### config.mk
export PLATFORM = sky130hd
export DESIGN_NAME = dwc_top
export DESIGN_NICKNAME = d
export VERILOG_FILES = /design/src/hw/dwc_pkg.sv /design/src/hw/dwc_wcr_mem.sv /design/src/hw/dwc_top.sv
export VERILOG_INCLUDE_DIRS = /design/src /design/src/hw
export SDC_FILE = /design/constraint.sdc
export NUM_CORES = 1
export LEC_CHECK = 0
export ABC_AREA = 1
export BUFFER_PORTS_ARGS = -buffer_cell sky130_fd_sc_hd__clkbuf_2
export CAP_MARGIN = 10
export CORE_UTILIZATION = 45
export DETAILED_ROUTE_END_ITERATION = 7
export SYNTH_ARGS = -nofsm -noshare
export SYNTH_HDL_FRONTEND = slang
export SYNTH_SLANG_ARGS = --single-unit
### constraint.sdc
create_clock -name clk_sys_i -period 1.9 [get_ports clk_sys_i]
set_input_delay 0.38 -clock clk_sys_i [delete_from_list [all_inputs] [get_ports clk_sys_i]]
set_output_delay 0.38 -clock clk_sys_i [all_outputs]
set_load 0.01 [all_outputs]
### src/hw/dwc_map.svh
// register offsets, field positions and reset values for the debug watch/claim bank
`ifndef DWC_MAP_SVH
`define DWC_MAP_SVH
`define DWC_ADDR_W 8
`define DWC_OFF_CLAIM_SET 8'h00
`define DWC_OFF_CLAIM_READ 8'h04
`define DWC_OFF_MDSC 8'h08
`define DWC_OFF_OSLOCK 8'h0c
`define DWC_OFF_WCR0 8'h10
`define DWC_WCR_MASK 32'h1fff_fffd
`define DWC_WCR_RESET 32'h0000_0000
`define DWC_MDSC_LOCKED_MASK 32'h6ce0_4040
`define DWC_MDSC_FREE_MASK 32'h0000_b001
`define DWC_MDSC_RESET 32'h0000_0000
`define DWC_CLAIM_RESET 8'h00
`define DWC_WCR_MASK_HI 28
`define DWC_WCR_MASK_LO 24
`define DWC_WCR_WT 20
`define DWC_WCR_LBN_HI 19
`define DWC_WCR_LBN_LO 16
`define DWC_WCR_SSC_HI 15
`define DWC_WCR_SSC_LO 14
`define DWC_WCR_HMC 13
`define DWC_WCR_BAS_HI 12
`define DWC_WCR_BAS_LO 5
`define DWC_WCR_LSC_HI 4
`define DWC_WCR_LSC_LO 3
`define DWC_WCR_PAC_HI 2
`define DWC_WCR_PAC_LO 1
`define DWC_WCR_EN 0
`define DWC_MDSC_MDE 15
`define DWC_MDSC_KDE 13
`define DWC_MDSC_COMMS_CHANNEL_TRAP 12
`define DWC_MDSC_SS 0
`endif

### src/hw/dwc_pkg.sv
// types for the debug watch/claim bank
package dwc_pkg;
  typedef logic [31:0] dwc_word_t;
  typedef logic [1:0] dwc_idx_t;
endpackage

### src/hw/dwc_wcr_mem.sv
// four-entry watchpoint control store with registered read data
`timescale 1ns/1ps
`default_nettype none
`include "dwc_map.svh"
module dwc_wcr_mem (
  input wire logic clk_sys_i,
  input wire logic resetn_i,
  input wire logic we_i,
  input wire dwc_pkg::dwc_idx_t waddr_i,
  input wire dwc_pkg::dwc_word_t wdata_i,
  input wire dwc_pkg::dwc_idx_t raddr_i,
  output dwc_pkg::dwc_word_t rdata_o,
  output logic [127:0] all_o
);
  typedef struct packed {
    logic [3:0][31:0] mem;
    logic [31:0] rd;
  } dwc_mem_s;
  dwc_mem_s s_q, s_d;
  always_comb begin
    s_d = s_q;
    if (we_i) begin
      s_d.mem[waddr_i] = wdata_i & `DWC_WCR_MASK;
    end
    s_d.rd = s_q.mem[raddr_i];
  end
  always_ff @(posedge clk_sys_i) begin
    if (!resetn_i) begin
      s_q <= '0;
    end else begin
      s_q <= s_d;
    end
  end
  assign rdata_o = s_q.rd;
  assign all_o = s_q.mem;
endmodule
`default_nettype wire

### src/hw/dwc_top.sv
// debug watch/claim control register bank
`timescale 1ns/1ps
`default_nettype none
`include "dwc_map.svh"
module dwc_top (
  input wire logic clk_sys_i,
  input wire logic resetn_i,
  input wire logic [7:0] addr_i,
  input wire logic [31:0] wdata_i,
  input wire logic wr_i,
  input wire logic rd_i,
  input wire logic debug_state_i,
  input wire logic el_unpriv_i,
  input wire logic eld_in_use_i,
  output logic [31:0] rdata_o,
  output logic [7:0] claim_tags_o,
  output logic os_lock_set_o,
  output logic monitor_events_enable_o,
  output logic kernel_debug_enable_o,
  output logic software_step_o,
  output logic comms_trap_o,
  output logic [3:0] wp_active_o,
  output logic [3:0] wp_linked_o
);
  // ****************************************
  // state
  // ****************************************
  typedef struct packed {
    logic [7:0] claim;
    logic os_lock_set;
    logic [31:0] mdsc;
    logic [31:0] rdata;
    logic monitor_events_enable;
    logic kernel_debug_enable;
    logic ss;
    logic trap;
    logic [3:0] act;
    logic [3:0] lnk;
  } dwc_top_s;
  dwc_top_s s_q, s_d;
  logic [127:0] wcr_all;
  logic wcr_we;
  logic [31:0] wmask;

  // ****************************************
  // helpers
  // ****************************************
  function automatic logic is_wcr(input logic [7:0] a);
    is_wcr = (a[7:4] == 4'(`DWC_OFF_WCR0 >> 4)) && (a[1:0] == 2'h0);
  endfunction

  // watchpoint live: enabled and access type not reserved
  function automatic logic wp_live(input logic [31:0] w);
    wp_live = w[`DWC_WCR_EN] && (w[`DWC_WCR_LSC_HI:`DWC_WCR_LSC_LO] != 2'h0);
  endfunction

  // mask 1 or 2 is reserved
  function automatic logic mask_ok(input logic [31:0] w);
    logic [4:0] m;
    m = w[`DWC_WCR_MASK_HI:`DWC_WCR_MASK_LO];
    mask_ok = (m != 5'h01) && (m != 5'h02);
  endfunction

  assign wcr_we = wr_i && is_wcr(addr_i);
  dwc_wcr_mem u_wcr (
    .clk_sys_i(clk_sys_i),
    .resetn_i(resetn_i),
    .we_i(wcr_we),
    .waddr_i(addr_i[3:2]),
    .wdata_i(wdata_i),
    .raddr_i(addr_i[3:2]),
    .rdata_o(),
    .all_o(wcr_all)
  );

  // ****************************************
  // next state
  // ****************************************
  always_comb begin
    s_d = s_q;
    if (wr_i && addr_i == `DWC_OFF_CLAIM_SET) begin
      s_d.claim = s_q.claim | wdata_i[7:0];
    end
    if (wr_i && addr_i == `DWC_OFF_OSLOCK) begin
      s_d.os_lock_set = wdata_i[0];
    end
    wmask = `DWC_MDSC_FREE_MASK | (s_q.os_lock_set ? `DWC_MDSC_LOCKED_MASK : 32'h0);
    if (wr_i && addr_i == `DWC_OFF_MDSC) begin
      s_d.mdsc = (s_q.mdsc & ~wmask) | (wdata_i & wmask);
    end
    s_d.rdata = 32'h0;
    if (rd_i) begin
      case (addr_i)
        `DWC_OFF_CLAIM_READ: s_d.rdata = {24'h0, s_q.claim};
        `DWC_OFF_MDSC: s_d.rdata = s_q.mdsc;
        `DWC_OFF_OSLOCK: s_d.rdata = {31'h0, s_q.os_lock_set};
        default: s_d.rdata = is_wcr(addr_i) ? wcr_all[addr_i[3:2] * 32 +: 32] : 32'h0;
      endcase
    end
    s_d.monitor_events_enable = s_q.mdsc[`DWC_MDSC_MDE];
    s_d.kernel_debug_enable = s_q.mdsc[`DWC_MDSC_KDE];
    s_d.ss = s_q.mdsc[`DWC_MDSC_SS] && eld_in_use_i;
    s_d.trap = s_q.mdsc[`DWC_MDSC_COMMS_CHANNEL_TRAP] && el_unpriv_i && !debug_state_i;
    for (int i = 0; i < 4; i++) begin
      s_d.act[i] = wp_live(wcr_all[i*32 +: 32]) && mask_ok(wcr_all[i*32 +: 32]);
      s_d.lnk[i] = wcr_all[i*32 + `DWC_WCR_WT];
    end
  end

  always_ff @(posedge clk_sys_i) begin
    if (!resetn_i) begin
      s_q <= '0;
    end else begin
      s_q <= s_d;
    end
  end

  assign rdata_o = s_q.rdata;
  assign claim_tags_o = s_q.claim;
  assign os_lock_set_o = s_q.os_lock_set;
  assign monitor_events_enable_o = s_q.monitor_events_enable;
  assign kernel_debug_enable_o = s_q.kernel_debug_enable;
  assign software_step_o = s_q.ss;
  assign comms_trap_o = s_q.trap;
  assign wp_active_o = s_q.act;
  assign wp_linked_o = s_q.lnk;
endmodule
`default_nettype wire

After elaboration in Yosys (flattened, before gate mapping). Cells that the tools add are included.

Equal/unequal tests: 12. Mux-type cells: 6. Reductions and logical operators: 29. Order comparisons: 2. Shift operators: 1. Bitwise gates (word level): 5.

Operator list (count): 128-bit bitwise mux (1); 128-bit by 8-bit variable part select with 32-bit output (1); 32-bit one-hot mux with 3 select lines (1); 32-bit demux with 2-bit select (1); 32-bit 2-to-1 mux (2); 32-bit by 31-bit AND with 32-bit output (1); 32-bit AND (1); 31-bit NOT with 32-bit output (1); 32-bit bitwise OR (1); 31-bit 2-to-1 mux (1); 1-bit logical AND (21); 5-bit by 1-bit != test with 1-bit output, second input constant (4); 5-bit by 2-bit != test with 1-bit output, second input constant (4); 8-bit by 4-bit == test with 1-bit output, second input constant (2); 8-bit by 3-bit == test with 1-bit output, second input constant (1); 8-bit logical NOT (1); 8-bit bitwise OR (1); 2-bit nonzero test (4); 4-bit by 1-bit == test with 1-bit output, second input constant (1); 2-bit by 3-bit less-than comparator with 1-bit output, second input constant (1); 2-bit by 1-bit >= comparator with 1-bit output, second input constant (1); 2-bit logical NOT (1); 2-bit AND reduction (1); 1-bit logical NOT (1).

Word-level logic and storage cells: 69. Bits in registers: 213. Output and inout bits: 53.

Depth between registers and ports, before layout.
Word-level depth: 5. Mapped depth: 9. Mapped depth without buffers: 8.

By module. From an unflattened synthesis, not the netlist that was laid out.

Cell total of the unflattened synthesis: 1424. Area, all modules: 9582.9 µm².

Modules (own cells, without submodules): dwc_wcr_mem (area each 6037.0 µm², cells each 898, times used 1); dwc_top (area each 3545.9 µm², cells each 526, times used 1).

Least setup slack after synthesis. Ideal clock, no wire load.

Path kind: input to register. From: in addr_i[2]. To: reg u_wcr.s_q (netlist bit u_wcr.all_o[10]). Buffers on the path: 3. Stages: 9. Path slack: 0.365 ns. Arrival: 1.422 ns. Path through: buf_2 > nor2_4 > inv_2 > nor2_8 > nand2_2 > buf_6 > buf_6 > o21ai_1 > nor2_1.

Longest elaborated chain between the ends: 5.

Ends and longest elaborated chain: start, declared (line dwc_top.sv:8) `input wire logic [7:0] addr_i,`; 2-bit by 3-bit less-than comparator with 1-bit output (no line) / 2-bit by 1-bit >= comparator with 1-bit output (equally long branches); 1-bit logical AND (no line); 32-bit 2-to-1 mux (no line); 32-bit demux with 2-bit select (no line) (*); 128-bit bitwise mux (no line) (*); end signal, assigned (line dwc_wcr_mem.sv:29) `s_q <= '0;`; end signal, assigned (line dwc_wcr_mem.sv:31) `s_q <= s_d;`; end, declared (line dwc_wcr_mem.sv:19) `dwc_mem_s s_q, s_d;`.

Every way passes the cells marked *; elsewhere a longest branch is shown, timed or not. A chain may end at the register's enable or synchronous reset.

Final worst setup path.
From: reg s_q (netlist bit os_lock_set_o). To: out os_lock_set_o.

RTL lines: start, declared (line dwc_top.sv:40) `dwc_top_s s_q, s_d;`; start signal, assigned (line dwc_top.sv:112) `s_q <= '0;`; start signal, assigned (line dwc_top.sv:114) `s_q <= s_d;`; end, declared (line dwc_top.sv:17) `output logic os_lock_set_o,`.

No word-level cell between the ends.

==> impl_metrics.sql <==
INSERT INTO impl_metrics (metric_group, metric, value, unit) VALUES
('timing', 'max_freq', '718', 'MHz'),
('floorplan', 'start_util', '46.8', '%'),
('setup_path', 'cell_family_with_the_largest_share_of_critical_path_delay', 'flip-flops', ''),
('timing', 'final_min_period_over_clock_period', '73.3', '%'),
('power_and_ir_drop', 'power_frac_comb', '5.7', '%'),
('cts', 'post_cts_resize_count', '0', ''),
('placement', 'port_buffers', '97', ''),
('route', 'top_layer_used', 'met4', ''),
('route', 'detailedRoute.firstIterationViolations', '523', ''),
('outcome', 'result_of_the_run', 'complete, no violations', ''),
('logic_synthesis', 'synth.yosys.warnings', '0', ''),
('global_route', 'gr-total-overflow', '0', ''),
('cts', 'cts.repair_timing.setup_buffer_count', '0', ''),
('placement', 'gp_congestion', '0.841', ''),
('cts', 'cts_tree', 'done', ''),
('setup_path', 'critical_path_cell_count', '1', ''),
('floorplan', 'top_level_i_o_count', '100', ''),
('flow_run', 'maxCapViolCount', '0', ''),
('power_and_ir_drop', 'total_power_after_layout', '7.68', 'mW'),
('route', 'dr_wl_met2', '9730', 'µm'),
('cts', 'ctsHoldBuffers', '0', ''),
('global_route', 'pin_count_of_the_biggest_net_entering_global_routing', '59', ''),
('power_and_ir_drop', 'clock_power_share', '45.9', '%'),
('logic_synthesis', 'post_synth_main_area_contributors', 'sky130_fd_sc_hd__dfxtp_1, sky130_fd_sc_hd__nor2_1, sky130_fd_sc_hd__nand2_1, sky130_fd_sc_hd__nand4_1, sky130_fd_sc_hd__buf_4', ''),
('route', 'detail-route-antenna-nets', '0', ''),
('final_layout', 'final_nets', '1205', ''),
('logic_synthesis', 'synth-seq-cells', '177', ''),
('floorplan', 'dieWidth', '134', 'µm'),
('power_and_ir_drop', 'cell_internal_pwr', '5.83', 'mW'),
('route', 'wirelength_met1', '9580', 'µm'),
('timing', 'final-hold-violation-count', '0', ''),
('placement', 'detailedPlace.worstSlack', '0.157', 'ns'),
('logic_synthesis', 'synthesis.area', '0.00787', 'mm²'),
('power_and_ir_drop', 'seq_power_share', '48.4', '%'),
('final_layout', 'flow.area_growth_from_synthesis', '13.0', '%'),
('floorplan', 'core-area', '0.0168', 'mm²'),
('route', 'routed-via-count', '6961', ''),
('setup_path', 'worstSetupStartpointType', 'flop', ''),
('floorplan', 'placementRows', '47', ''),
('route', 'wl_per_cell', '14.8', 'µm'),
('global_route', 'antenna_violations_before_repair', '0', ''),
('setup_path', 'worstRegToRegCells', '2', ''),
('timing', 'setup_slack', '0.507', 'ns'),
('logic_synthesis', 'synthDominantCellAreaShare', '45.0', '%'),
('setup_path', 'timing.critical_path.slowest_stage_cell', 'sky130_fd_sc_hd__dfxtp_1', ''),
('cts', 'cts.reportedPaths.clkPinSlew', '0.07', 'ns'),
('min_path', 'min_path_type', 'in -> reg', ''),
('setup_path', 'critical_path_arrival', '1.01', 'ns'),
('cts', 'cts-buffers-inserted', '17', ''),
('global_route', 'grt_use_total', '23.8', '%'),
('timing', 'skew', '0.00523', 'ns'),
('cts', 'h-tree-depth', '4', ''),
('power_and_ir_drop', 'swShare', '24.0', '%'),
('global_route', 'grt_pass1_vias', '6603', ''),
('floorplan', 'die-area', '0.0180', 'mm²'),
('logic_synthesis', 'mappedNetlistNets', '1169', ''),
('cts', 'insertion_delay_to_the_later_sink_of_the_worst_skew_pair', '0.43', 'ns'),
('timing', 'final_max_slew_viol_count', '0', ''),
('logic_synthesis', 'ys_types', '30', ''),
('logic_synthesis', 'syn_avg_cell_area', '7.02', 'µm²'),
('route', 'dr.pass1.iters', '5', ''),
('logic_synthesis', 'postSynthCellCount', '1122', ''),
('cts', 'tritoncts_num_sinks', '177', ''),
('route', 'drt_wl_total', '20600', 'µm'),
('logic_synthesis', 'yosysSeqAreaShare', '45.0', '%'),
('floorplan', 'die_height', '134', 'µm'),
('placement', 'dp_hpwl', '13600', 'µm'),
('power_and_ir_drop', 'leakage_power', '3.81', 'nW'),
('setup_path', 'timing.critical_path.fanout_max', '5', ''),
('final_layout', 'drive_gt1_share', '16.0', '%'),
('setup_path', 'critPathKind', 'reg -> out', '');
==> Yosys cell counts, drive strengths merged <==
library cell	instances
nand4	101
nand3	20
nor3	5
clkbuf	24
o21ai	41
nand2	224
o211ai	4
nor2	278
clkinv	2
dfxtp	177
o22ai	4
or2	3
a22oi	13
a31oi	14
and2	1
conb	1
inv	97
a21oi	20
buf	93
==> final timing paths <==
kind                                 from                         to  slack (ns)
max            os_lock_set_o$_SDFFE_PN0P_              os_lock_set_o        0.51
min                         debug_state_i    comms_trap_o$_SDFF_PN0_        0.11
max reg2reg  u_wcr.all_o[88]$_SDFFE_PN0P_  wp_active_o[2]$_SDFF_PN0_        0.85
min reg2reg                          flop     rdata_o[29]$_SDFF_PN0_        0.44
==> final cells by class <==
class,instances,area [µm²]
fill,1787,7920
sequential,177,3540
multi-input combinational,729,3270
timing repair buffer,134,841
clock buffer,18,439
inverter,99,373
tap,220,275
clock inverter,14,156
==> kinds of logic after synthesis <==
group                  share of synthesized area (%)
other                                         0.0476
DFF                                             45.0
AOI/OAI and AO/OA                               6.93
buffers and inverters                           13.4
and+or+nand+nor                                 34.6
==> per-stage QoR <==
| step | area (µm²) | std cells | util, % | hold slack (ns) |
|---|---|---|---|---|
| after floorplan | 7870 | 1122 | - | 0.416 |
| after global placement | 8300 | 1359 | 49.4 | 0.425 |
| after detailed placement | 8300 | 1359 | 49.4 | 0.428 |
| after CTS | 8900 | 1391 | 52.9 | 0.0958 |
| after global routing | 8900 | 1391 | 52.9 | 0.0997 |
| final | 8900 | 1391 | 52.9 | 0.109 |
==> placed cells by master (no fill, tap or decap), drive strengths merged, types with 14 or more instances in the layout <==
| cell type | netlist | final |
|---|---|---|
| a31oi | 14 | 14 |
| a21oi | 20 | 20 |
| clkbuf | 24 | 113 |
| o21ai | 41 | 41 |
| dfxtp | 177 | 177 |
| nand3 | 20 | 20 |
| nor2 | 278 | 278 |
| nand2 | 224 | 224 |
| buf | 93 | 39 |
| nand4 | 101 | 101 |
| inv | 97 | 100 |
==> sequential cells by signal, indices dropped and copies added, names as in the netlist, named ones only <==
signal / count
u_wcr.all_o: 112
rdata_o: 31
claim_tags_o: 8
wp_active_o: 4
wp_linked_o: 4
s_d: 2
s_q: 2
comms_trap_o: 1
kernel_debug_enable_o: 1
monitor_events_enable_o: 1
os_lock_set_o: 1
software_step_o: 1
==> worst reg2reg max path, cell delays in order (launching register included) <==
cell	delay, ns
sky130_fd_sc_hd__dfxtp_1	0.33
sky130_fd_sc_hd__or2_2	0.29
sky130_fd_sc_hd__a31oi_1	0.31
==> routing by layer <==
layer,track usage (%),vias to the layer above
li1,-,3623
met1,30.3,3165
met2,39.8,146
met3,5.14,27
met4,7.93,0
met5,0,-
==> power groups by stage <==
stage,logic [mW],clock network [mW],registers (mW)
after floorplan,0.254,0,3.80
after global placement,0.434,0,3.80
after detailed placement,0.433,0,3.80
after CTS,0.434,3.60,3.72
after global routing,0.480,3.75,3.72
final,0.436,3.53,3.72
No activity file was read; power rests on OpenSTA's default activity.
